`config.mk`:
```
export PLATFORM = sky130hd
export DESIGN_NAME = spm_port
export DESIGN_NICKNAME = d
export VERILOG_FILES = /design/src/spm_pkg.sv /design/src/spm_sck_if.sv /design/src/spm_sck_gen.sv /design/src/spm_port.sv
export SDC_FILE = /design/constraint.sdc
export NUM_CORES = 1
export LEC_CHECK = 0
export BUFFER_PORTS_ARGS = -buffer_cell sky130_fd_sc_hd__buf_2
export CAP_MARGIN = 20
export CORE_UTILIZATION = 40
export DETAILED_ROUTE_END_ITERATION = 6
export GPL_ROUTABILITY_DRIVEN = 0
export PLACE_DENSITY_LB_ADDON = 0.08
export SLEW_MARGIN = 10
export SYNTH_ARGS = -nofsm -noshare
export SYNTH_HDL_FRONTEND = slang
export SYNTH_HIERARCHICAL = 1
export SYNTH_SLANG_ARGS = --single-unit
```
`constraint.sdc`:
```
create_clock -name clk_i -period 2 [get_ports clk_i]
set_input_delay 0.2 -clock clk_i [delete_from_list [all_inputs] [get_ports clk_i]]
set_output_delay 0.2 -clock clk_i [all_outputs]
set_load 0.05 [all_outputs]
```
`src/spm_pkg.sv`:
```
// Constants for SPI ports 0 and 1: register indices, field positions, reset values, states.
// Assumes each byte-wide register sits in the low byte of one aligned 32-bit bus word.
`default_nettype none

package spm_pkg;

  localparam logic [7:0] CTL0_IDX = 8'hB6;
  localparam logic [7:0] FLG0_IDX = 8'hB7;
  localparam logic [7:0] DAT0_IDX = 8'hB8;
  localparam logic [7:0] CTL1_IDX = 8'hBA;
  localparam logic [7:0] FLG1_IDX = 8'hBB;
  localparam logic [7:0] DAT1_IDX = 8'hBC;

  localparam int IE_BIT   = 7;
  localparam int EN_BIT   = 5;
  localparam int MS_BIT   = 4;
  localparam int CLOCK_IDLE_LEVEL_BIT = 3;
  localparam int CLOCK_PHASE_SELECT_BIT = 2;
  localparam int DONE_BIT = 7;
  localparam int WRITE_COLLISION_FLAG_BIT = 6;
  localparam int MODE_FAULT_FLAG_BIT = 4;

  localparam logic [7:0] CTL_RST   = 8'h04;
  localparam logic [7:0] CTL_WMASK = 8'hBC;
  localparam logic [3:0] LAST_CNT  = 4'h7;

  typedef enum logic [1:0] {
    ST_IDLE = 2'b00,
    ST_XFER = 2'b01,
    ST_HOLD = 2'b10
  } spm_state_type;

endpackage

`default_nettype wire

```
`src/spm_sck_if.sv`:
```
// Link between the port engine and its master SCK generator.
// Assumes both ends run on the same system clock.
`timescale 1ns/1ps
`default_nettype none

interface spm_sck_if;
  logic run;
  logic clock_idle_level;
  logic lead;
  logic trail;
  logic sck;

  modport gen (input run, input clock_idle_level, output lead, output trail, output sck);
  modport eng (output run, output clock_idle_level, input lead, input trail, input sck);
endinterface

`default_nettype wire

```
`src/spm_sck_gen.sv`:
```
// Master SCK generator: halves the baud-rate tick into SCK and edge pulses.
// Assumes tick_i is a one-cycle enable pulse on clk_i.
`timescale 1ns/1ps
`default_nettype none

module spm_sck_gen
(
  input  wire logic clk_i,
  input  wire logic rst_i,
  input  wire logic tick_i,
  spm_sck_if.gen    sif
);

  typedef struct packed {
    logic armed;
    logic phase;
    logic lead;
    logic trail;
  } spm_gen_state_type;

  spm_gen_state_type q;
  spm_gen_state_type n;

  always_comb
  begin
    n = q;
    n.lead = 1'b0;
    n.trail = 1'b0;
    if (!sif.run)
    begin
      n.armed = 1'b0;
      n.phase = 1'b0;
    end
    else if (tick_i)
    begin
      // First tick only arms, giving the first data bit half a period of setup
      if (!q.armed)
        n.armed = 1'b1;
      else
      begin
        n.phase = !q.phase;
        n.lead = !q.phase;
        n.trail = q.phase;
      end
    end
  end

  always_ff @(posedge clk_i)
  begin
    if (rst_i)
      q <= '0;
    else
      q <= n;
  end

  assign sif.lead = q.lead;
  assign sif.trail = q.trail;
  assign sif.sck = sif.clock_idle_level ^ q.phase;
endmodule // spm_sck_gen

`default_nettype wire

```
`src/spm_port.sv`:
```
// One SPI port, master or slave, with its registers on a classic Wishbone slave.
// Assumes pin inputs are synchronous to clk_i and brg_tick_i comes from a baud generator.
`timescale 1ns/1ps
`default_nettype none

module spm_port
#(
  parameter int ADDR_W  = 10,
  parameter int PORT_ID = 0
)
(
  input  wire logic              clk_i,
  input  wire logic              rst_i,
  input  wire logic              wb_cyc_i,
  input  wire logic              wb_stb_i,
  input  wire logic              wb_we_i,
  input  wire logic [ADDR_W-1:0] wb_adr_i,
  input  wire logic [3:0]        wb_sel_i,
  input  wire logic [31:0]       wb_dat_i,
  output logic      [31:0]       wb_dat_o,
  output logic                   wb_ack_o,
  input  wire logic              brg_tick_i,
  input  wire logic              sck_i,
  output logic                   sck_o,
  output logic                   sck_oe_o,
  input  wire logic              mosi_i,
  output logic                   mosi_o,
  output logic                   mosi_oe_o,
  input  wire logic              miso_i,
  output logic                   miso_o,
  output logic                   miso_oe_o,
  input  wire logic              ss_n_i,
  output logic                   irq_o
);

  if (ADDR_W < 10 || PORT_ID < 0 || PORT_ID > 1)
  begin : g_bad_param
    $error("spm_port needs ADDR_W of 10 or more and PORT_ID of 0 or 1");
  end

  localparam logic [7:0] CTL_I = (PORT_ID == 0) ? spm_pkg::CTL0_IDX : spm_pkg::CTL1_IDX;
  localparam logic [7:0] FLG_I = (PORT_ID == 0) ? spm_pkg::FLG0_IDX : spm_pkg::FLG1_IDX;
  localparam logic [7:0] DAT_I = (PORT_ID == 0) ? spm_pkg::DAT0_IDX : spm_pkg::DAT1_IDX;
  localparam logic [ADDR_W-1:0] A_CTL = ADDR_W'({CTL_I, 2'b00});
  localparam logic [ADDR_W-1:0] A_FLG = ADDR_W'({FLG_I, 2'b00});
  localparam logic [ADDR_W-1:0] A_DAT = ADDR_W'({DAT_I, 2'b00});

  typedef struct packed {
    spm_pkg::spm_state_type state;
    logic [7:0]             ctl;
    logic                   transfer_done_flag;
    logic                   write_collision_flag;
    logic                   mode_fault_flag;
    logic [7:0]             sh;
    logic [7:0]             rxb;
    logic [3:0]             cnt;
    logic                   latch;
    logic                   dout;
    logic                   sck_q;
    logic                   ss_q;
    logic                   ack;
    logic [31:0]            dat;
  } spm_port_state_type;

  localparam spm_port_state_type Q_RST = '{
    state: spm_pkg::ST_IDLE,
    ctl:   spm_pkg::CTL_RST,
    transfer_done_flag:  1'b0,
    write_collision_flag:  1'b0,
    mode_fault_flag:  1'b0,
    sh:    8'h00,
    rxb:   8'h00,
    cnt:   4'h0,
    latch: 1'b0,
    dout:  1'b0,
    sck_q: 1'b0,
    ss_q:  1'b1,
    ack:   1'b0,
    dat:   32'h0000_0000
  };

  spm_port_state_type q;
  spm_port_state_type n;

  spm_sck_if sif ();

  logic       req;
  logic       wr_ok;
  logic       enabled;
  logic       master;
  logic       slave;
  logic       clock_idle_level;
  logic       clock_phase_select;
  logic       lead;
  logic       trail;
  logic       rx_in;
  logic       act;
  logic       done_c;
  logic [7:0] flags;

  assign req = wb_cyc_i && wb_stb_i && !q.ack;
  assign wr_ok = wb_we_i && wb_sel_i[0];
  assign enabled = q.ctl[spm_pkg::EN_BIT];
  assign master = enabled && q.ctl[spm_pkg::MS_BIT];
  assign slave = enabled && !q.ctl[spm_pkg::MS_BIT];
  assign clock_idle_level = q.ctl[spm_pkg::CLOCK_IDLE_LEVEL_BIT];
  assign clock_phase_select = q.ctl[spm_pkg::CLOCK_PHASE_SELECT_BIT];

  spm_sck_gen u_gen
  (
    .clk_i  (clk_i),
    .rst_i  (rst_i),
    .tick_i (brg_tick_i),
    .sif    (sif)
  );

  // Drop run on the last trailing pulse so a fast tick cannot add a seventeenth SCK edge
  assign sif.run = master && (q.state == spm_pkg::ST_XFER)
                   && !(sif.trail && q.cnt == spm_pkg::LAST_CNT);
  assign sif.clock_idle_level = clock_idle_level;

  always_comb
  begin
    n = q;
    done_c = 1'b0;
    act = 1'b0;
    flags = 8'h00;
    flags[spm_pkg::DONE_BIT] = q.transfer_done_flag;
    flags[spm_pkg::WRITE_COLLISION_FLAG_BIT] = q.write_collision_flag;
    flags[spm_pkg::MODE_FAULT_FLAG_BIT] = q.mode_fault_flag;
    n.ack = req;
    n.sck_q = sck_i;
    n.ss_q = ss_n_i;

    // Unmapped addresses answer with zero and ignore writes
    if (req)
    begin
      n.dat = 32'h0000_0000;
      if (wb_adr_i == A_CTL)
      begin
        if (wb_we_i)
        begin
          if (wb_sel_i[0])
            n.ctl = wb_dat_i[7:0] & spm_pkg::CTL_WMASK;
        end
        else
          n.dat[7:0] = q.ctl;
      end
      else if (wb_adr_i == A_FLG)
      begin
        if (!wb_we_i)
        begin
          n.dat[7:0] = flags;
          n.transfer_done_flag = 1'b0;
          n.write_collision_flag = 1'b0;
          n.mode_fault_flag = 1'b0;
        end
      end
      else if (wb_adr_i == A_DAT)
      begin
        if (wr_ok && q.state == spm_pkg::ST_XFER)
          n.write_collision_flag = 1'b1;
        else if (wr_ok)
        begin
          n.sh = wb_dat_i[7:0];
          n.dout = wb_dat_i[7];
          if (master)
            n.state = spm_pkg::ST_XFER;
        end
        else if (!wb_we_i)
          n.dat[7:0] = q.rxb;
      end
    end

    // Slave edges are taken from the sampled pin; master edges from the generator
    lead = master ? sif.lead
                  : slave && !ss_n_i && (q.sck_q == clock_idle_level) && (sck_i != clock_idle_level);
    trail = master ? sif.trail
                   : slave && !ss_n_i && (q.sck_q != clock_idle_level) && (sck_i == clock_idle_level);
    rx_in = master ? miso_i : mosi_i;
    act = (q.state == spm_pkg::ST_XFER);

    if (slave && q.state == spm_pkg::ST_IDLE && !ss_n_i)
    begin
      if (!clock_phase_select && q.ss_q)
      begin
        n.state = spm_pkg::ST_XFER;
        n.dout = q.sh[7];
      end
      else if (clock_phase_select && lead)
      begin
        n.state = spm_pkg::ST_XFER;
        act = 1'b1;
      end
    end

    if (act && lead)
    begin
      if (!clock_phase_select)
        n.latch = rx_in;
      else
        n.dout = q.sh[7];
    end

    if (act && trail)
    begin
      n.sh = {q.sh[6:0], clock_phase_select ? rx_in : q.latch};
      if (!clock_phase_select)
        n.dout = q.sh[6];
      n.cnt = q.cnt + 4'h1;
      if (q.cnt == spm_pkg::LAST_CNT)
      begin
        done_c = 1'b1;
        n.cnt = 4'h0;
        // Phase 0 slave must see SS rise before another byte can start
        n.state = (slave && !clock_phase_select) ? spm_pkg::ST_HOLD : spm_pkg::ST_IDLE;
      end
    end

    // A flag still set means software missed the last byte, so this one is dropped
    if (done_c)
    begin
      if (!n.transfer_done_flag)
        n.rxb = n.sh;
      n.transfer_done_flag = 1'b1;
    end

    if (slave && ss_n_i && q.state != spm_pkg::ST_IDLE)
    begin
      n.state = spm_pkg::ST_IDLE;
      n.cnt = 4'h0;
    end

    if (!enabled)
    begin
      n.state = spm_pkg::ST_IDLE;
      n.cnt = 4'h0;
    end

    if (master && !ss_n_i)
    begin
      n.mode_fault_flag = 1'b1;
      n.ctl[spm_pkg::EN_BIT] = 1'b0;
      n.ctl[spm_pkg::MS_BIT] = 1'b0;
      n.state = spm_pkg::ST_IDLE;
      n.cnt = 4'h0;
    end
  end

  always_ff @(posedge clk_i)
  begin
    if (rst_i)
      q <= Q_RST;
    else
      q <= n;
  end

  assign wb_dat_o = q.dat;
  assign wb_ack_o = q.ack;
  assign sck_o = sif.sck;
  assign sck_oe_o = master;
  assign mosi_o = q.dout;
  assign mosi_oe_o = master;
  assign miso_o = q.dout;
  assign miso_oe_o = slave && !ss_n_i;
  assign irq_o = q.ctl[spm_pkg::IE_BIT] && (q.transfer_done_flag || q.mode_fault_flag);
endmodule // spm_port

`default_nettype wire

```
== Yosys cells after proc, flatten, opt, wreduce, memory -nomap -nowiden ==
Cells that the tools add are included.

* Bits in latches: 0
* Output and inout bits: 40
* Register bits after elaboration: 47
* Bits in read-only memories: 0
* Memories kept: 0
* Bits in writable memories: 0

* Equal/unequal tests: 12
* Multiply operators: 0
* Div/mod/pow operators: 0
* Bitwise logic cells: 8
* Multiplexer cells: 60
* Magnitude comparators: 0
* Reduce and logical (&&, ||, !) cells: 48
* $add $sub $neg: 1
* Shift-type cells: 0

{| class="wikitable"
|+ Operators by type and width
! operator !! count
|-
| two-way mux 8 bit || 16
|-
| equality test 10 bit (second input constant) || 3
|-
| two-way mux 1 bit || 28
|-
| logical AND 1 bit || 25
|-
| two-way mux 2 bit || 12
|-
| two-way mux 21 bit || 1
|-
| two-way mux 11 bit || 1
|-
| nonzero test 2 bit || 5
|-
| AND reduction 4 bit || 2
|-
| OR reduction 4 bit || 2
|-
| NOT 1 bit || 7
|-
| logical NOT 1 bit || 6
|-
| AND reduction 2 bit || 3
|-
| AND reduction 5 bit || 1
|-
| adder 4 x 1 -> 4 bit (second input constant) || 1
|-
| equality test 4 x 3 -> 1 bit (second input constant) || 1
|-
| two-way mux 4 bit || 1
|-
| inequality test 2 x 1 -> 1 bit (second input constant) || 2
|-
| OR reduction 2 bit || 2
|-
| two-way mux 3 bit || 1
|-
| equality test 1 bit || 2
|-
| equality test 2 x 1 -> 1 bit (second input constant) || 1
|-
| logical NOT 2 bit || 1
|-
| inequality test 1 bit || 2
|-
| 3 further kinds || 3
|}

== Longest topological paths before layout ==
* Depth in word-level cells: 14
* Gate-level depth with buffers: 7
* Gate-level depth less buffers: 6

== Hierarchy ==
The synthesis kept the hierarchy.

{| class="wikitable"
|+ Modules (own cells, without submodules)
! module !! area each (µm²) !! instances !! cells an instance
|-
| spm_port || 2344.7 || 1 || 269
|-
| spm_sck_gen || 153.9 || 1 || 15
|}

== Least setup slack after synthesis ==
OpenSTA, ideal clock, no wires.

* Path type: reg2reg
* From: reg q, in the netlist enabled
* To: reg q[40] (netlist name)
* Library setup time: 74 ps
* Cell stages (with the launch flop): 7
* Data arrival time: 2799 ps
* Setup slack: -873 ps
* Path buffers: 1
* Path through: dfxtp_1 > buf_2 > nor3b_1 > a21boi_1 > o22ai_2 > or4_1 > a21oi_1

* Word-level cells in the longest chain between the ends: 10

{| class="wikitable"
|+ RTL lines
! element !! line !! source
|-
| from (decl) || spm_port.sv:82 || <nowiki>spm_port_state_type q;</nowiki>
|-
| from (signal assigned) || spm_port.sv:255 || <nowiki>q <= n;</nowiki>
|-
| logical AND 1 bit * || spm_port.sv:105 || <nowiki>assign slave = enabled && !q.ctl[spm_pkg::MS_BIT];</nowiki>
|-
| logical AND 1 bit * || n/a ||
|-
| named net miso_oe_o || spm_port.sv:31 || <nowiki>output logic miso_oe_o,</nowiki>
|-
| logical AND 1 bit (2 in series) || spm_port.sv:177 || <nowiki>: slave && !ss_n_i && (q.sck_q == clock_idle_level) && (sck_i != clock_idle_level);</nowiki>
|-
| two-way mux 1 bit || spm_port.sv:176 || <nowiki>lead = master ? sif.lead</nowiki>
|-
| logical AND 1 bit || spm_port.sv:190 || <nowiki>else if (clock_phase_select && lead)</nowiki>
|-
| two-way mux 1 bit || spm_port.sv:190 ||
|-
| two-way mux 1 bit || spm_port.sv:185 || <nowiki>if (!clock_phase_select && q.ss_q)</nowiki>
|-
| two-way mux 1 bit || spm_port.sv:183 || <nowiki>if (slave && q.state == spm_pkg::ST_IDLE && !ss_n_i)</nowiki>
|-
| logical AND 1 bit * || spm_port.sv:205 || <nowiki>if (act && trail)</nowiki>
|}

Mark *: on every way through the listed nets, which the timed path passes. The rest lies on a longest branch.
A chain may end at the register's enable or synchronous reset.

== Worst setup path in the final report ==
* From: reg q[34] (netlist name)
* To: reg q[40] (netlist name)

* Word-level cells in the longest chain between the ends: 9

{| class="wikitable"
|+ RTL lines
! element !! line
|-
| equality test 1 bit || spm_port.sv:177
|-
| logical AND 1 bit (2 in series) || spm_port.sv:177
|-
| two-way mux 1 bit || spm_port.sv:176
|-
| logical AND 1 bit || spm_port.sv:190
|-
| two-way mux 1 bit || spm_port.sv:190
|-
| two-way mux 1 bit || spm_port.sv:185
|-
| two-way mux 1 bit || spm_port.sv:183
|-
| logical AND 1 bit * || spm_port.sv:205
|}

Mark *: on every way between the ends. The rest lies on a longest branch, timed or not.

==> results.md <==
Timing:
- On the final layout, the worst clock skew is 4.61 ps.
- Setup repair after global routing left no endpoint under its margin.
- The accumulated negative setup slack is 0 ps.
- Timing would allow up to 535 MHz.
- Dividing the final minimum period by the clock period gives 0.935.
- The transition time of the tightest slew-check pin is 522 ps.
- The number of slew-limit violations in the final report is 0.
- Setup violations remaining at the end of the flow were counted as 0.
- The hold violation count in the final report is 0.
- The final setup slack of the worst path is 130 ps.
- The worst pin sits at a relative slew slack of 0.652.
- The shortest period the worst path allows is 1870 ps.

Floorplanning:
- The region available for standard cell placement spans 5960 µm².
- The die width is 81.0 µm.
- The count of standard-cell rows is 28.
- Measured along the y axis, the die boundary spans 81.0 µm.
- For this configuration, the core starts out at a cell density of 0.420.
- The I/O pin total is 96.
- The overall die area is 6570 µm².

Final layout:
- The library cell used most frequently in the layout, excluding fill and tap cells, is sky130_fd_sc_hd__dfxtp_1.
- The final core area utilization is 0.485.
- Of the cells placed in the final design, the portion with a size suffix greater than 1 is 0.272.
- In the layout the commonest cells are sky130_fd_sc_hd__dfxtp_1, sky130_fd_sc_hd__buf_2, sky130_fd_sc_hd__nor2_1, sky130_fd_sc_hd__conb_1, sky130_fd_sc_hd__buf_4.
- The number of inserted diodes is 0.
- The post-layout net count is 390.
- The relative area change from synthesis to final layout is 15.7%.

Power:
- The final total power is 1.76 mW.
- For this design the static power due to leakage is 1.20 nW.
- The power per standard cell area is 607 nW/µm².
- The largest vdd supply drop is 0.000357 V.

Critical path:
- The delay of the slowest critical-path stage is 550 ps.
- The worst setup path is launched from a flop.
- The data arrival time at the worst-slack endpoint is 2100 ps.
- The worst endpoint required time is 2230 ps.
- The slowest cell on the critical path is sky130_fd_sc_hd__or4bb_1.
- The number of buffers and inverters on the critical path is 0.
- The kind of cell with the highest combined delay on the critical path is simple AND/OR/NAND/NOR gates.
- Of all nets on the critical path, the largest fanout is 6.
- The kind of capture point of the worst setup path is a flop.
- The category of the most critical setup path is reg2reg.
- Walking the worst path, the cells encountered are or4bb_1 -> a21boi_4 -> o22ai_2 -> or4_1 -> a21oi_1.

Logic synthesis:
- The Yosys warning count is 6.
- The count of flip-flops with a built-in enable after synthesis is 0.
- In the post-synthesis netlist, the biggest area contributors are sky130_fd_sc_hd__dfxtp_1, sky130_fd_sc_hd__buf_4, sky130_fd_sc_hd__mux2i_1, sky130_fd_sc_hd__a21oi_1, sky130_fd_sc_hd__a211oi_1.
- The synthesized netlist occupies a cell area of 2500 µm².
- Synthesis produced 284 cells.
- The share of the Yosys chip area taken by registers is 0.377.
- The register bit total from synthesis is 47.
- The proportion of synthesized flip-flops having asynchronous set or reset is 0.
- The share of synthesized area in the top cell type comes to 0.377.
- The average instance in the mapped netlist occupies 8.80 µm².
- The netlist uses 56 different library cells.
- The biggest area consumer among synthesized cells is sky130_fd_sc_hd__dfxtp_1.
- The dominant register cell in the synthesized netlist is sky130_fd_sc_hd__dfxtp_1.

Drt:
- The final wirelength is 5.63 mm.
- Dividing the detail-routed wire length by the instance count gives 13.8 µm.
- The detailed router placed 2099 vias in this run.
- In this run, the number of DRC markers left after iteration 0 of detailed routing was 183.
- Dividing the detail-routed via count by the number of cells gives 5.13.
- The first TritonRoute pass finished after 4 iterations.
- The number of DRC violations after detailed routing is 0.
- The detail route stage leaves a number of antenna-violating nets equal to 0.

GRT:
- The first-pass GRT wire length is 9.09 mm.
- The maximum number of pins on one net before global-route repair is 36.
- The sum of overflow across all layers after global routing is 0.
- The via count of the first global-routing pass is 1860.
- The number of antenna violations at the first check in global routing is 0.
- For this run, the total global-route usage over all layers was measured as 0.183.

Status:
- The run finished with clean final reports.

CTS:
- The H-tree was split into 2 levels.
- The CTS buffer count is 5.
- The clock network latency to the later pin of the worst-skew pair is 300 ps.
- CTS placed an instance of sky130_fd_sc_hd__clkbuf_8 at the clock tree root.
- The maximum number of buffers from clock root to sink is 2.
- The tree built by TritonCTS fans out to 47 sinks.
- TritonCTS built the clock tree.
- The clock edge transition at the registers on the reported setup and hold paths is 80 ps.
- The total of hold buffers inserted after clock tree synthesis is 0.

Flow run:
- The tool flagged a number of max-cap violations equal to 0.

Placed design:
- The count of input and output buffers is 44.
- The worst setup timing slack at the placement stage is 48.3 ps.
- Detailed placement ended at an HPWL of 4.23 mm.

Hold path:
- The type of the worst min-delay path is in2reg.
==> worst paths after layout <==
kind | startpoint | endpoint | slack [ps] | cells past startpoint
min | brg_tick_i | u_gen/q[3] | 150 | 3
max reg2reg | q[34] | q[40] | 130 | 5
min reg2reg | wb_dat_o[6] | wb_dat_o[6] | 450 | 2
max | q[34] | q[40] | 130 | 5
==> cell usage after synthesis, types with 2 or more instances <==
cell type and number:
sky130_fd_sc_hd__nor4_2 3, sky130_fd_sc_hd__and3b_1 2, sky130_fd_sc_hd__a22oi_1 7, sky130_fd_sc_hd__a21oi_1 18, sky130_fd_sc_hd__a31oi_1 2, sky130_fd_sc_hd__clkbuf_1 10, sky130_fd_sc_hd__nand3_1 11, sky130_fd_sc_hd__mux2_2 2
sky130_fd_sc_hd__nand2_1 16, sky130_fd_sc_hd__inv_1 7, sky130_fd_sc_hd__nand3b_1 2, sky130_fd_sc_hd__or3_1 3, sky130_fd_sc_hd__buf_2 3, sky130_fd_sc_hd__a211oi_1 12, sky130_fd_sc_hd__nand4b_1 3, sky130_fd_sc_hd__buf_4 35
sky130_fd_sc_hd__nor2_1 24, sky130_fd_sc_hd__o21ai_0 13, sky130_fd_sc_hd__and2_1 2, sky130_fd_sc_hd__mux2i_1 15, sky130_fd_sc_hd__nor3_1 6, sky130_fd_sc_hd__dfxtp_1 47, sky130_fd_sc_hd__nor2b_1 5, sky130_fd_sc_hd__nor3b_1 4
==> flip-flops by register name, indices dropped and copies added (netlist names), 2 cells and up <==
name and flops:
flags 3, q 27, u_gen/q 2, wb_dat_o 8
==> stage by stage <==
stage	cell area, µm²	instances	hold slack (ps)
after global placement	2780	401	440
after floorplan	2610	307	307
after global routing	2890	409	176
final	2890	409	149
after CTS	2880	409	141
after detailed placement	2780	401	444
==> cell type report <==
| type | instances | area [µm²] |
|---|---|---|
| well taps | 75 | 93.8 |
| inverters | 7 | 26.3 |
| repair buffers | 68 | 413 |
| clock buffers | 8 | 100 |
| fillers | 617 | 3070 |
| flip-flops and latches | 47 | 941 |
| multi-input cells | 204 | 1320 |
==> cells by family (layout without fill, tap and decap cells) <==
family                     after synthesis  after routing  share of synthesized area
AOI/OAI and AO/OA                       69             69                      0.190
xor gates and xnor gates                 1              1                    0.00351
adders and majority gates                1              1                    0.00501
buffers and inverters                   56             83                      0.141
DFF                                     47             47                      0.377
muxes                                   17             17                     0.0691
other                                    1             24                    0.00150
and+or+nand+nor                         92             92                      0.213
==> routing by layer <==
layer,GRT usage,vias up,part of all wire
met5,0,-,0
met2,0.271,64,0.42
met1,0.259,959,0.52
met4,0.0696,0,0.014
li1,-,1068,-
met3,0.0382,8,0.053
==> where the power goes <==
part | switching, mW | internal (mW)
clock | 0.310 | 0.316
sequential | 0.00207 | 0.938
combinational | 0.147 | 0.0436
==> worst min-delay path, delay by kind of cell <==
| kind | cells | cell delay [ps] |
|---|---|---|
| buffers and inverters | 1 | 110 |
| AND/OR/NAND/NOR | 2 | 100 |
==> repair_timing <==
| item | CTS | global route |
|---|---|---|
| gates resized for setup | 0 | 2 |
| endpoints found under the setup margin | 0 | 3 |
| buffers inserted | 0 | 0 |
Note: power is estimated with default switching activity, not from simulation.
